## src/pstore_pkg.sv

```systemverilog
// Constants, types and helpers shared by the parameter store and its non-volatile backing store
package pstore_pkg;
	typedef enum logic [1:0] {CLS_A, CLS_B, CLS_C, CLS_D} upd_class_t;

	// Parameter slots, all one data width wide
	localparam int unsigned DATA_W = 32;
	localparam int unsigned IDX_W = 4;
	localparam int unsigned NPARAM = 16;
	localparam int unsigned ID_W = 16;
	localparam logic [IDX_W-1:0] IDX_LAST = 4'hF;
	localparam logic [IDX_W-1:0] COMM_FIRST = 4'hC;
	localparam logic [11:0] PARAM_ID_PAGE = 12'h020;

	// Maintenance command IDs
	localparam logic [ID_W-1:0] ID_MAINT_FIRST = 16'h00C0;
	localparam logic [ID_W-1:0] ID_ALARM_RESET = 16'h00C0;
	localparam logic [ID_W-1:0] ID_CONFIG = 16'h00C6;
	localparam logic [ID_W-1:0] ID_INIT_KEEP_COMM = 16'h00C7;
	localparam logic [ID_W-1:0] ID_NV_LOAD = 16'h00C8;
	localparam logic [ID_W-1:0] ID_NV_SAVE = 16'h00C9;
	localparam logic [ID_W-1:0] ID_INIT_ALL = 16'h00CA;
	localparam logic [ID_W-1:0] ID_ORIGIN_PRESET = 16'h00D1;
	localparam logic [ID_W-1:0] ID_HIST_SEL = 16'h00D5;

	// Alarm and history selector
	localparam logic [7:0] ALARM_NONE = 8'h00;
	localparam logic [7:0] ALARM_NV_ERROR = 8'h41;
	localparam logic [3:0] HIST_NONE = 4'h0;
	localparam logic [DATA_W-1:0] HIST_MAX = 32'h0000000A;

	// Indicator codes
	localparam logic [1:0] LED_OFF = 2'h0;
	localparam logic [1:0] LED_GREEN = 2'h1;
	localparam logic [1:0] LED_BLUE = 2'h2;
	localparam logic [1:0] LED_RED = 2'h3;

	// Register port offsets
	localparam logic [7:0] REG_STATUS = 8'h00;
	localparam logic [7:0] REG_MASK = 8'h04;
	localparam logic [7:0] REG_ALARM = 8'h08;
	localparam logic [7:0] REG_HIST = 8'h0C;
	localparam logic [7:0] REG_STATE = 8'h10;
	localparam logic [1:0] REG_APPLIED_PAGE = 2'h1;

	// Status bits and reset values
	localparam int unsigned STAT_W = 5;
	localparam int unsigned ST_NV_ERR = 0;
	localparam int unsigned ST_SAVE_DONE = 1;
	localparam int unsigned ST_LOAD_DONE = 2;
	localparam int unsigned ST_CFG_DONE = 3;
	localparam int unsigned ST_CFG_REFUSED = 4;
	localparam logic [STAT_W-1:0] STATUS_RST = 5'h00;
	localparam logic [STAT_W-1:0] MASK_RST = 5'h00;
	localparam logic [DATA_W-1:0] DEFAULT_BASE = 32'h00000100;

	// Timing
	localparam int unsigned CLK_PERIOD_NS = 5;
	localparam int unsigned NV_WORD_WRITE_NS = 1000;
	localparam int unsigned NV_WRITE_CYCLES = (NV_WORD_WRITE_NS + CLK_PERIOD_NS - 1) / CLK_PERIOD_NS;
	localparam int unsigned CONFIG_TIME_NS = 20000;
	localparam int unsigned CONFIG_CYCLES = (CONFIG_TIME_NS + CLK_PERIOD_NS - 1) / CLK_PERIOD_NS;
	localparam int unsigned BLINK_HALF_MS = 250;
	localparam int unsigned BLINK_HALF_CYCLES = BLINK_HALF_MS * 1000000 / CLK_PERIOD_NS;

	// Update class of each slot, cycling A, B, C, D
	function automatic upd_class_t class_of(input logic [IDX_W-1:0] idx);
		return upd_class_t'(idx[1:0]);
	endfunction : class_of

	// Default value of each slot
	function automatic logic [DATA_W-1:0] default_of(input logic [IDX_W-1:0] idx);
		return DEFAULT_BASE | {28'h0000000, idx};
	endfunction : default_of
endpackage : pstore_pkg

```

## src/pstore_nv_if.sv

```systemverilog
// Word port between the parameter store and its non-volatile backing store
`timescale 1ns/100ps
`default_nettype none
interface pstore_nv_if;
	logic rd;
	logic wr;
	logic [pstore_pkg::IDX_W-1:0] addr;
	logic [pstore_pkg::DATA_W-1:0] wdata;
	logic [pstore_pkg::DATA_W-1:0] rdata;
	logic busy;
	logic fail;
	logic abort;

	modport ctrl (output rd, output wr, output addr, output wdata, output abort,
		input rdata, input busy, input fail);
	modport store (input rd, input wr, input addr, input wdata, input abort,
		output rdata, output busy, output fail);
endinterface : pstore_nv_if
`default_nettype wire

```

## src/nv_store.sv

```systemverilog
// Non-volatile backing store: slow word writes that a supply loss can abort
`timescale 1ns/100ps
`default_nettype none
module nv_store (
	// Clock and reset
	input wire logic clk,
	input wire logic rstn,
	// Word port
	pstore_nv_if.store nv
);
	// Contents survive rstn; the declaration gives the erased power-on state
	logic [pstore_pkg::DATA_W-1:0] mem [pstore_pkg::NPARAM] = '{default: '0};
	logic busy_r, busy_nxt;
	logic fail_r, fail_nxt;
	logic [7:0] cnt_r, cnt_nxt;
	logic [pstore_pkg::IDX_W-1:0] addr_r, addr_nxt;
	logic [pstore_pkg::DATA_W-1:0] data_r, data_nxt;
	logic [pstore_pkg::DATA_W-1:0] rdata_r;
	logic commit;

	// Write timer; an abort drops the word and leaves the old value
	always_comb begin
		busy_nxt = busy_r;
		fail_nxt = 1'b0;
		cnt_nxt = cnt_r;
		addr_nxt = addr_r;
		data_nxt = data_r;
		commit = 1'b0;
		if (busy_r) begin
			if (nv.abort) begin
				busy_nxt = 1'b0;
				fail_nxt = 1'b1;
			end else if (cnt_r == 8'(pstore_pkg::NV_WRITE_CYCLES - 1)) begin
				busy_nxt = 1'b0;
				commit = 1'b1;
			end else begin
				cnt_nxt = cnt_r + 8'h01;
			end
		end else if (nv.wr) begin
			busy_nxt = 1'b1;
			cnt_nxt = 8'h00;
			addr_nxt = nv.addr;
			data_nxt = nv.wdata;
		end
	end

	always_ff @(posedge clk or negedge rstn) begin
		if (!rstn) begin
			busy_r <= 1'b0;
			fail_r <= 1'b0;
			cnt_r <= 8'h00;
			addr_r <= '0;
			data_r <= '0;
		end else begin
			busy_r <= busy_nxt;
			fail_r <= fail_nxt;
			cnt_r <= cnt_nxt;
			addr_r <= addr_nxt;
			data_r <= data_nxt;
		end
	end

	// Array port: commit, and a read registered only when asked for
	always_ff @(posedge clk) begin
		if (commit) begin
			mem[addr_r] <= data_r;
		end
		if (nv.rd) begin
			rdata_r <= mem[nv.addr];
		end
	end

	assign nv.rdata = rdata_r;
	assign nv.busy = busy_r;
	assign nv.fail = fail_r;
endmodule : nv_store
`default_nettype wire

```

## src/parameter_store_maintenance.sv

```systemverilog
// Parameter RAM, update timing, maintenance commands and register port
`timescale 1ns/100ps
`default_nettype none
module parameter_store_maintenance #(
	parameter int unsigned BLINK_HALF_CYCLES = pstore_pkg::BLINK_HALF_CYCLES
) (
	// Clock and reset
	input wire logic clk,
	input wire logic rstn,
	// Scanner write handshake
	input wire logic wr_req,
	input wire logic [15:0] wr_id,
	input wire logic [31:0] wr_data,
	output logic wr_end,
	// Device state
	input wire logic ext_alarm,
	input wire logic motor_stopped,
	input wire logic tool_busy,
	input wire logic power_fail,
	// Drive effects
	output logic io_enable,
	output logic motor_excite_en,
	output logic brake_hold,
	output logic [1:0] power_alarm_indicator,
	// Maintenance strobes and alarm
	output logic encoder_origin_preset_cmd,
	output logic maint_strobe,
	output logic [15:0] maint_id,
	output logic [7:0] alarm_code,
	output logic alarm_active,
	// Register port
	input wire logic [7:0] reg_addr,
	input wire logic [31:0] reg_wdata,
	input wire logic reg_wr,
	input wire logic reg_rd,
	output logic [31:0] reg_rdata,
	output logic irq
);
	typedef enum logic [2:0] {ST_LOAD_RD, ST_LOAD_WR, ST_IDLE, ST_SAVE_WR, ST_SAVE_WAIT, ST_CONFIG, ST_DONE} state_t;
	localparam int unsigned N = pstore_pkg::NPARAM;

	state_t state_r, state_nxt;
	logic [3:0] idx_r, idx_nxt;
	logic [11:0] cnt_r, cnt_nxt;
	logic boot_r, boot_nxt, boot_apply_r, boot_apply_nxt, cfg_apply_r, cfg_apply_nxt;
	logic [7:0] alarm_r, alarm_nxt;
	logic [3:0] hist_r, hist_nxt;
	logic [4:0] status_r, status_nxt, mask_r, mask_nxt, ev;
	logic [31:0] ram_r [N];
	logic [31:0] ram_nxt [N];
	logic [31:0] applied_r [N];
	logic [N-1:0] set_w, pend_r;
	logic [31:0] rdata_r, rdata_nxt;
	logic wr_end_r, io_en_r, preset_r, preset_nxt, mstb_r, mstb_nxt;
	logic [15:0] mid_r, mid_nxt;
	logic [1:0] led_r, led_nxt;
	logic [25:0] blink_cnt_r, blink_cnt_nxt;
	logic blink_r, blink_nxt;
	logic pf_meta_r, pf_sync_r;
	logic take, is_param, cfg_ok, alarm_any;
	pstore_nv_if nv ();

	nv_store u_nv (
		.clk(clk),
		.rstn(rstn),
		.nv(nv.store)
	);

	// Supply-loss pin crosses in through two flops
	always_ff @(posedge clk or negedge rstn) begin
		if (!rstn) begin
			pf_meta_r <= 1'b0;
			pf_sync_r <= 1'b0;
		end else begin
			pf_meta_r <= power_fail;
			pf_sync_r <= pf_meta_r;
		end
	end
	assign nv.abort = pf_sync_r;

	assign alarm_any = ext_alarm | (alarm_r != pstore_pkg::ALARM_NONE);
	assign cfg_ok = !alarm_any && motor_stopped && !tool_busy;
	assign take = (state_r == ST_IDLE) && wr_req;
	assign is_param = (wr_id[15:4] == pstore_pkg::PARAM_ID_PAGE);

	// Command sequencer; boot starts with the storage-to-RAM copy
	always_comb begin
		state_nxt = state_r;
		idx_nxt = idx_r;
		cnt_nxt = cnt_r;
		boot_nxt = boot_r;
		boot_apply_nxt = 1'b0;
		cfg_apply_nxt = 1'b0;
		alarm_nxt = alarm_r;
		hist_nxt = hist_r;
		preset_nxt = 1'b0;
		mstb_nxt = 1'b0;
		mid_nxt = mid_r;
		ev = '0;
		set_w = '0;
		nv.rd = 1'b0;
		nv.wr = 1'b0;
		nv.addr = idx_r;
		nv.wdata = ram_r[idx_r];
		for (int i = 0; i < N; i++) begin
			ram_nxt[i] = ram_r[i];
		end
		case (state_r)
			ST_LOAD_RD: begin
				nv.rd = 1'b1;
				state_nxt = ST_LOAD_WR;
			end
			ST_LOAD_WR: begin
				ram_nxt[idx_r] = nv.rdata;
				set_w[idx_r] = 1'b1;
				if (idx_r == pstore_pkg::IDX_LAST) begin
					if (boot_r) begin
						boot_nxt = 1'b0;
						boot_apply_nxt = 1'b1;
						state_nxt = ST_IDLE;
					end else begin
						ev[pstore_pkg::ST_LOAD_DONE] = 1'b1;
						state_nxt = ST_DONE;
					end
				end else begin
					idx_nxt = idx_r + 4'h1;
					state_nxt = ST_LOAD_RD;
				end
			end
			ST_IDLE: begin
				if (take) begin
					state_nxt = ST_DONE;
					idx_nxt = 4'h0;
					if (is_param) begin
						ram_nxt[wr_id[3:0]] = wr_data;
						set_w[wr_id[3:0]] = 1'b1;
					end else if (wr_id == pstore_pkg::ID_ALARM_RESET) begin
						alarm_nxt = pstore_pkg::ALARM_NONE;
					end else if (wr_id == pstore_pkg::ID_CONFIG) begin
						if (cfg_ok) begin
							cnt_nxt = 12'h000;
							state_nxt = ST_CONFIG;
						end else begin
							ev[pstore_pkg::ST_CFG_REFUSED] = 1'b1;
						end
					end else if (wr_id == pstore_pkg::ID_INIT_KEEP_COMM || wr_id == pstore_pkg::ID_INIT_ALL) begin
						for (int i = 0; i < N; i++) begin
							if (wr_id == pstore_pkg::ID_INIT_ALL || 4'(i) < pstore_pkg::COMM_FIRST) begin
								ram_nxt[i] = pstore_pkg::default_of(4'(i));
								set_w[i] = 1'b1;
							end
						end
					end else if (wr_id == pstore_pkg::ID_NV_LOAD) begin
						state_nxt = ST_LOAD_RD;
					end else if (wr_id == pstore_pkg::ID_NV_SAVE) begin
						state_nxt = ST_SAVE_WR;
					end else if (wr_id == pstore_pkg::ID_HIST_SEL) begin
						if (wr_data <= pstore_pkg::HIST_MAX) begin
							hist_nxt = wr_data[3:0];
						end
					end else if (wr_id >= pstore_pkg::ID_MAINT_FIRST && wr_id < pstore_pkg::ID_HIST_SEL) begin
						mstb_nxt = 1'b1;
						mid_nxt = wr_id;
						preset_nxt = (wr_id == pstore_pkg::ID_ORIGIN_PRESET);
					end
				end
			end
			ST_SAVE_WR: begin
				nv.wr = 1'b1;
				state_nxt = ST_SAVE_WAIT;
			end
			ST_SAVE_WAIT: begin
				if (nv.fail) begin
					alarm_nxt = pstore_pkg::ALARM_NV_ERROR;
					ev[pstore_pkg::ST_NV_ERR] = 1'b1;
					state_nxt = ST_DONE;
				end else if (!nv.busy) begin
					if (idx_r == pstore_pkg::IDX_LAST) begin
						ev[pstore_pkg::ST_SAVE_DONE] = 1'b1;
						state_nxt = ST_DONE;
					end else begin
						idx_nxt = idx_r + 4'h1;
						state_nxt = ST_SAVE_WR;
					end
				end
			end
			ST_CONFIG: begin
				if (cnt_r == 12'(pstore_pkg::CONFIG_CYCLES - 1)) begin
					cfg_apply_nxt = 1'b1;
					ev[pstore_pkg::ST_CFG_DONE] = 1'b1;
					state_nxt = ST_DONE;
				end else begin
					cnt_nxt = cnt_r + 12'h001;
				end
			end
			ST_DONE: begin
				if (!wr_req) begin
					state_nxt = ST_IDLE;
				end
			end
			default: begin
				state_nxt = ST_IDLE;
			end
		endcase
	end

	// Indicator: blue blink in configuration, red on alarm, else green
	always_comb begin
		blink_cnt_nxt = 26'h0000000;
		blink_nxt = 1'b1;
		if (state_r == ST_CONFIG) begin
			blink_cnt_nxt = blink_cnt_r + 26'h0000001;
			blink_nxt = blink_r;
			if (blink_cnt_r == 26'(BLINK_HALF_CYCLES - 1)) begin
				blink_cnt_nxt = 26'h0000000;
				blink_nxt = !blink_r;
			end
		end
		if (state_nxt == ST_CONFIG) begin
			led_nxt = blink_nxt ? pstore_pkg::LED_BLUE : pstore_pkg::LED_OFF;
		end else if (alarm_any) begin
			led_nxt = pstore_pkg::LED_RED;
		end else begin
			led_nxt = pstore_pkg::LED_GREEN;
		end
	end

	// Register port; a new event wins over a same-cycle clear
	always_comb begin
		mask_nxt = mask_r;
		status_nxt = status_r | ev;
		rdata_nxt = 32'h00000000;
		if (reg_wr && reg_addr == pstore_pkg::REG_STATUS) begin
			status_nxt = (status_r & ~reg_wdata[4:0]) | ev;
		end else if (reg_wr && reg_addr == pstore_pkg::REG_MASK) begin
			mask_nxt = reg_wdata[4:0];
		end
		if (reg_rd) begin
			if (reg_addr == pstore_pkg::REG_STATUS) begin
				rdata_nxt = {27'h0000000, status_r};
			end else if (reg_addr == pstore_pkg::REG_MASK) begin
				rdata_nxt = {27'h0000000, mask_r};
			end else if (reg_addr == pstore_pkg::REG_ALARM) begin
				rdata_nxt = {24'h000000, alarm_r};
			end else if (reg_addr == pstore_pkg::REG_HIST) begin
				rdata_nxt = {28'h0000000, hist_r};
			end else if (reg_addr == pstore_pkg::REG_STATE) begin
				rdata_nxt = {28'h0000000, boot_r, nv.busy, state_r == ST_CONFIG, state_r == ST_IDLE};
			end else if (reg_addr[7:6] == pstore_pkg::REG_APPLIED_PAGE && reg_addr[1:0] == 2'h0) begin
				rdata_nxt = applied_r[reg_addr[5:2]];
			end
		end
	end

	always_ff @(posedge clk or negedge rstn) begin
		if (!rstn) begin
			state_r <= ST_LOAD_RD;
			idx_r <= 4'h0;
			cnt_r <= 12'h000;
			boot_r <= 1'b1;
			boot_apply_r <= 1'b0;
			cfg_apply_r <= 1'b0;
			alarm_r <= pstore_pkg::ALARM_NONE;
			hist_r <= pstore_pkg::HIST_NONE;
			status_r <= pstore_pkg::STATUS_RST;
			mask_r <= pstore_pkg::MASK_RST;
			rdata_r <= 32'h00000000;
			wr_end_r <= 1'b0;
			io_en_r <= 1'b0;
			preset_r <= 1'b0;
			mstb_r <= 1'b0;
			mid_r <= 16'h0000;
			led_r <= pstore_pkg::LED_OFF;
			blink_cnt_r <= 26'h0000000;
			blink_r <= 1'b1;
			for (int i = 0; i < N; i++) begin
				ram_r[i] <= 32'h00000000;
			end
		end else begin
			state_r <= state_nxt;
			idx_r <= idx_nxt;
			cnt_r <= cnt_nxt;
			boot_r <= boot_nxt;
			boot_apply_r <= boot_apply_nxt;
			cfg_apply_r <= cfg_apply_nxt;
			alarm_r <= alarm_nxt;
			hist_r <= hist_nxt;
			status_r <= status_nxt;
			mask_r <= mask_nxt;
			rdata_r <= rdata_nxt;
			wr_end_r <= (state_nxt == ST_DONE);
			io_en_r <= (state_nxt != ST_CONFIG) && !boot_nxt;
			preset_r <= preset_nxt;
			mstb_r <= mstb_nxt;
			mid_r <= mid_nxt;
			led_r <= led_nxt;
			blink_cnt_r <= blink_cnt_nxt;
			blink_r <= blink_nxt;
			for (int i = 0; i < N; i++) begin
				ram_r[i] <= ram_nxt[i];
			end
		end
	end

	// Per-slot pending flag and applied copy; a write in the apply cycle stays pending
	for (genvar i = 0; i < N; i++) begin : g_slot
		localparam pstore_pkg::upd_class_t CLS = pstore_pkg::class_of(4'(i));
		logic go, pend_nxt;
		logic [31:0] appl_nxt;
		always_comb begin
			case (CLS)
				pstore_pkg::CLS_A: go = 1'b1;
				pstore_pkg::CLS_B: go = motor_stopped;
				pstore_pkg::CLS_C: go = cfg_apply_r;
				default: go = 1'b0;
			endcase
			appl_nxt = applied_r[i];
			pend_nxt = pend_r[i] | set_w[i];
			if (boot_apply_r || (pend_r[i] && go)) begin
				appl_nxt = ram_r[i];
				pend_nxt = set_w[i];
			end
		end
		always_ff @(posedge clk or negedge rstn) begin
			if (!rstn) begin
				pend_r[i] <= 1'b0;
				applied_r[i] <= 32'h00000000;
			end else begin
				pend_r[i] <= pend_nxt;
				applied_r[i] <= appl_nxt;
			end
		end
		if (CLS == pstore_pkg::CLS_A) begin : g_a

		end
		if (CLS == pstore_pkg::CLS_B) begin : g_b

		end
		if (CLS == pstore_pkg::CLS_C) begin : g_c

		end
		if (CLS == pstore_pkg::CLS_D) begin : g_d

		end
	end

	assign wr_end = wr_end_r;
	assign io_enable = io_en_r;
	assign motor_excite_en = io_en_r;
	assign brake_hold = !io_en_r;
	assign power_alarm_indicator = led_r;
	assign encoder_origin_preset_cmd = preset_r;
	assign maint_strobe = mstb_r;
	assign maint_id = mid_r;
	assign alarm_code = alarm_r;
	assign alarm_active = alarm_any;
	assign reg_rdata = rdata_r;
	assign irq = |(status_r & mask_r);
endmodule : parameter_store_maintenance
`default_nettype wire

```

## config.mk

```make
export PLATFORM = sky130hd
export DESIGN_NAME = parameter_store_maintenance
export DESIGN_NICKNAME = d
export VERILOG_FILES = /design/src/pstore_pkg.sv /design/src/pstore_nv_if.sv /design/src/nv_store.sv /design/src/parameter_store_maintenance.sv
export SDC_FILE = /design/constraint.sdc
export NUM_CORES = 2
export LEC_CHECK = 0
export CAP_MARGIN = 20
export CELL_PAD_IN_SITES_DETAIL_PLACEMENT = 2
export CELL_PAD_IN_SITES_GLOBAL_PLACEMENT = 2
export CORE_AREA = 2 2 393 395
export DETAILED_ROUTE_END_ITERATION = 8
export DIE_AREA = 0 0 395 397
export DONT_BUFFER_PORTS = 1
export GPL_TIMING_DRIVEN = 0
export PLACE_DENSITY_LB_ADDON = 0.15
export SYNTH_ARGS = -nofsm -noshare
export SYNTH_HDL_FRONTEND = slang
export SYNTH_SLANG_ARGS = --single-unit
```

## constraint.sdc

```tcl
create_clock -name clk -period 6 [get_ports clk]
set_input_delay 0.3 -clock clk [delete_from_list [all_inputs] [get_ports clk]]
set_output_delay 0.3 -clock clk [all_outputs]
set_load 0.03 [all_outputs]
```

* Yosys cells after proc, flatten, opt, wreduce, memory -nomap -nowiden
Memory sizes are Yosys's and may differ from the RTL's. A register that Yosys moved wholly into a read port is not among the register bits. Cells that the tools add are included.
Operators by class: bitwise gates (word level) 30, $add $sub $neg 4, $lt $le $gt $ge 12, equal/unequal tests 43, reduce and logical (&&, ||, !) cells 58, multiplexer cells 151
Operator list (number):
- $mux 512 | 5
- $bwmux 512 | 2
- $pmux 512 s2 | 1
- $mux 32 | 17
- $bmux 32 s4 | 2
- $demux 32 s4 | 2
- $eq 16x8->1 const B | 8
- $mux 15 | 5
- $mux 12 | 6
- $mux 1 | 70
- $mux 8 | 8
- $mux 26 | 2
- $mux 3 | 14
- $le 32x4->1 const B | 1
- $pmux 15 s2 | 1
- $add 26x1->26 const B | 1
- $eq 26x26->1 const B | 1
- $pmux 12 s2 | 1
- $ne 2x2->1 const B | 11
- $pmux 3 s7 | 1
- $logic_and 1x1->1 | 20
- $reduce_and 10->1 | 2
- $eq 8x4->1 const B | 2
- $ge 16x8->1 const B | 1
- 47 further kinds | 114
Storage, ports and cells: memories kept 1, output and inout port bits 66, bits in writable memories 512, bits in registers 1209, word-level logic and storage cells 369, input bits 97
Memory list:
- u_nv.mem | words 16, bits a word 32, read ports 1, clocked after Yosys merged registers in 1, write ports 1, line nv_store.sv:12 | logic [pstore_pkg::DATA_W-1:0] mem [pstore_pkg::NPARAM] = '{default: '0};

* Depth between registers and ports, before layout
depth after elaboration 13, gate-level depth with buffers 11, mapped depth without buffers 7

* Hierarchy
From an unflattened synthesis, not the netlist that was laid out.
Second synthesis, totals: cells, all modules 5034, area total of the unflattened synthesis 79049.6 µm²
By module, submodules not included:
- parameter_store_maintenance | area each 57051.0 µm², instances 1, cells an instance 3994, sequential area each 28930.2 µm²
- nv_store | area each 21998.6 µm², instances 1, cells an instance 1040, sequential area each 17486.8 µm²

* Worst setup path before layout
OpenSTA, ideal clock, no wires.
kind register to register, from reg u_nv.cnt_r[0], to mem u_nv.mem[0][0] (netlist name) (enable), path slack 2.096 ns, clock period less this slack 3.904 ns, data arrival time 3.443 ns, cell stages (with the launch flop) 7, setup time 0.461 ns, path buffers 0, required time 5.539 ns, cell sequence dfrtp_1 -> ha_1 -> and4_1 -> and3_1 -> nor2b_1 -> nand2b_1 -> nor3_1
Between the ends: longest elaborated chain between the ends 6
RTL lines:
- start, declared | line nv_store.sv:15 | logic [7:0] cnt_r, cnt_nxt;
- start signal, assigned | line nv_store.sv:57 | cnt_r <= cnt_nxt;
- $eq 8x8->1 | line nv_store.sv:33 | end else if (cnt_r == 8'(pstore_pkg::NV_WRITE_CYCLES - 1)) begin
- $mux 1 | line nv_store.sv:33
- $mux 1 | line nv_store.sv:30 | if (nv.abort) begin
- $mux 1 | line nv_store.sv:29 | if (busy_r) begin
- $mux 1 | line nv_store.sv:65 | if (commit) begin
- $mux 1 (implied by the code) | line nv_store.sv:66 | mem[addr_r] <= data_r;
- end, declared | line nv_store.sv:12
Every way passes these cells.

* Worst setup path after layout
from reg idx_r[1], to reg ram_r[350] (netlist name)
Between the ends: longest elaborated chain between the ends 7, elaborated cells on any way between the ends 8, those cells by class order compare: 2; mux: 4; bitwise: 1; reduce/logical: 1
RTL lines:
- start, declared | line parameter_store_maintenance.sv:43 | logic [3:0] idx_r, idx_nxt;
- start signal, assigned | line parameter_store_maintenance.sv:281 | idx_r <= idx_nxt;
- $not 4->5 (implied by the code) * | line parameter_store_maintenance.sv:114 | ram_nxt[idx_r] = nv.rdata;
- $ge 5x5->1 (implied by the code) or $lt 5x1->1 (tied branches) | line parameter_store_maintenance.sv:114
- $logic_and 1x1->1 (implied by the code) | line parameter_store_maintenance.sv:114
- $mux 32 (implied by the code) | line parameter_store_maintenance.sv:114
- $demux 32 s4 * | line parameter_store_maintenance.sv:114
- $bwmux 512 * | line parameter_store_maintenance.sv:114
- $pmux 512 s2 * | line parameter_store_maintenance.sv:108 | case (state_r)
- end signal, assigned by index | line parameter_store_maintenance.sv:300 | ram_r[i] <= ram_nxt[i];
- end, declared | line parameter_store_maintenance.sv:49 | logic [31:0] ram_r [N];
Every way passes the cells marked *; elsewhere a longest branch is shown, timed or not. A chain may end at the register's enable or synchronous reset.

==> results by group <==
Final layout
  – # fillers: 12720
  – Nets: 5493
  – Layout area overhead: 14.87%
  – Finished Core Util: 59.15%
  – FF/Latch Area: 46420 µm²
  – Share of cells above drive strength 1: 35.99%
  – Multi-input gate area: between 30000 and 40000 µm²

CTS
  – Postcts setup bufs: 0
  – Worst skew pair latency: between 800 and 900 ps
  – # H-tree levels: 4
  – TritonCTS buffer count: 187
  – CTS Sinks: 1746
  – Reg clk slew, reported paths: 60 ps
  – CTS tree: done
  – Clock Path Buffers: 3
  – Root Driver: clkbuf_16

Setup path
  – CP Depth: 10
  – RR Endpoint: ram_r[350]$_DFFE_PN0P_
  – Crit path from: idx_r[1]$_DFFE_PN0P_
  – Worst setup SP type: register
  – CP bufs+invs: 6
  – Reg2reg path depth: 10
  – Worst setup path endpoint: ram_r[350]$_DFFE_PN0P_
  – Worst setup path class: register to register
  – Critical-path cell list: clkbuf_1, buf_2, clkbuf_1, inv_1, ha_1, nand2_1, clkbuf_1, clkbuf_1, o22ai_1, mux2_1
  – Crit Path Max Fanout: 11
  – Critical path arrival: 6750 ps
  – Slowest-stage cell, CP: clkbuf_1
  – Critical Path RT: 6730 ps
  – Reg2reg start: idx_r[1]$_DFFE_PN0P_
  – R2R setup slack: -30 ps
  – CP delay by family, top: buffers and inverters
  – CP peak stage delay: 860 ps
  – Crit path capture type: register
  – Cell mode on critical path: clkbuf_1

Yosys
  – Cell count after synthesis: 5004
  – Synth cell count leaders: 1200 x dfrtp_1, 859 x mux2_2, 544 x edfxtp_1
  – Leading area contributor after synthesis: dfrtp_1
  – Post-synth top flop: dfrtp_1
  – Yosys warnings: 0
  – Post-synth EDFFs: 544
  – Area contributors post-synth: dfrtp_1 38%, edfxtp_1 21%, mux4_2 14%
  – Most frequent cell after synthesis: dfrtp_1
  – Post-Syn Area: 78770 µm²
  – #FFs+latches synth: 1746
  – Post-synthesis sequential area ratio: 58.93%
  – Syn avg cell area: 15.74 µm²
  – Netlist cell types: 80
  – Post-synth ARST share: 68.84%
  – Share of the synthesized area in the top cell type: 38.12%

Drt
  – DRC viols: 0
  – ANT nets after route: 0
  – Mean routed wirelength per cell: 47.53 µm
  – Iter 0 DRT Violations: 7453
  – Pre-Repair DR Iteration Count: 6
  – WL final: ~360000 µm
  – Vias per cell: 7.447
  – Via count: 56710

STA
  – Final slew viol count: 311
  – Final WS setup: -25.00 ps
  – Fmax: 0.1660 GHz
  – Final Critical Period: roughly 6000 ps
  – RSZ-0062 raised after global routing: no
  – Period Utilization, post-route: 100.4%
  – Final Hold Viols: 0
  – Worst Tran Pin Value: 1948 ps
  – Final setup fails: 2
  – Max_slew headroom: -29.86%
  – Clk_skew: 55.17 ps

Power
  – VDD IR max: 346.8 µV
  – Power density cells: 458.7 nW/µm²
  – Leakage: 37.36 nW
  – Total power: 41.51 mW

Place
  – Post-DP HPWL: roughly 230000 µm
  – GP Congestion: approximately 0.97
  – IO buf count: 0

GRT
  – Total Routing Usage GR: a little under half
  – Largest net degree at the start of global routing: 1203
  – First-pass GRT wire length: 489700 µm
  – Number of global-route vias before repair: 59990
  – Antenna violations before repair: 29
  – Grt total ovfl: 0

Min path
  – Tightest Hold Check Type: primary input to register
  – Worst hold path startpoint: reg_addr[5]

Flow run
  – Max-Cap Viols: 0

Die
  – Die area: roughly 160000 µm²
  – Num rows: 144
  – Core area: 153000 µm²
  – Boundary pin count: around 160
  – Initial Utilization: around half
  – DIE HEIGHT: slightly below 400 µm
  – Die width: about 400 µm

Run status
  – Failing checks: slew limit, setup timing
  – Outcome: finished, violations left
## sequential cells by signal, summed over array words and instances, names as in the netlist, 8 cells and up
name,cells
ram_r,512
maint_id,16
blink_cnt_r,26
applied_r,512
u_nv.data_r,32
u_nv.cnt_r,8
cnt_r,12
u_nv.mem,512
reg_rdata,32
u_nv.nv.rdata,32
pend_r,12
## worst min path at each step
stage          cells past startpoint  slack [ps]                        end
2_1_floorplan                      0           4  alarm_code[0]$_DFFE_PN0P_
3_3_place_gp                       0          40   maint_id[11]$_DFFE_PN0P_
3_5_place_dp                       0          40  blink_cnt_r[17]$_DFF_PN0_
4_1_cts                            0        -840  blink_cnt_r[19]$_DFF_PN0_
5_1_grt                            3          40     reg_rdata[3]$_DFF_PN0_
6_report                           3          20     reg_rdata[3]$_DFF_PN0_
## cell type report
class	instances	share of cell area (%)
antenna	25	0.06914
clock inverter	89	1.008
clock buffer	257	5.874
inverter	20	0.08297
multi-input combinational	2810	33.70
tap	2044	2.826
buffer	433	2.143
sequential	1746	51.30
timing repair buffer	191	2.994
## per-layer routing
layer	routed length (µm)	share of wire, %	up-vias	global-route usage, %
met4	26950	7.4	22	28.67
met3	40970	11	1472	14.09
met2	168000	46	4526	70.10
li1	-	-	20240	-
met1	125700	35	30450	55.20
met5	352	0.097	-	0
## what timing repair did
item,in CTS,in global routing
hold endpoints to repair,1255,518
hold buffers,49,2
resized for setup,0,0
## power by group
group	total [mW]	internal (mW)	switching [mW]
Clock	12.2	6.72	5.45
Combinational	12.5	4.93	7.55
Sequential	16.9	14.5	2.30
Total	41.5	26.2	15.3
## cells in the final DEF (no fill, tap or decap), drive strengths merged, types with 13 or more instances in the layout
cell type / netlist / routed
nand4: 18 / 18
o21ai: 45 / 45
mux2: 1038 / 1038
nor3: 21 / 21
buf: 108 / 248
nand2: 246 / 246
xor2: 19 / 19
a22o: 31 / 31
nand3: 76 / 76
edfxtp: 544 / 544
and3: 39 / 39
nor2b: 23 / 23
a31oi: 13 / 13
dlygate4sd3: 0 / 50
diode: 0 / 25
dfrtp: 1200 / 1200
mux4: 476 / 476
o22ai: 443 / 443
inv: 20 / 26
a21oi: 57 / 57
nor2: 95 / 95
clkinv: 0 / 66
clkbuf: 325 / 583
## worst reg2reg max path: cells and delay by family (launching register included)
kind / cells / cell delay, ps
compound gates: 1 / 290
mux: 1 / 350
flops: 1 / 420
fa+ha+maj: 1 / 420
buf+inv: 6 / 4240
simple gates: 1 / 200
## cell families after synthesis
logic type	after synthesis	share of synthesized area (%)
adders and majority gates	7	0.1112
DFF	1746	58.93
and+or+nand+nor	605	3.746
muxes	1522	29.02
xor gates and xnor gates	26	0.2891
AOI/OAI and AO/OA	644	5.364
buffers and inverters	453	2.530
other	1	0.004761
## through the flow
stage | std cells | hold slack, ps | setup WS, ps | instance area, µm² | TNS (ps)
2_1_floorplan | 5009 | 4.409 | 2096 | 78780 | 0
3_3_place_gp | 7053 | 36.45 | -1489 | 81340 | -178620
3_5_place_dp | 7151 | 41.16 | 383.8 | 82950 | 0
4_1_cts | 7546 | -836.3 | 195.0 | 89670 | 0
5_1_grt | 7600 | 43.39 | 227.5 | 90440 | 0
6_report | 7615 | 23.01 | -25.00 | 90480 | -46.33
(Power assumes the default switching activity.)
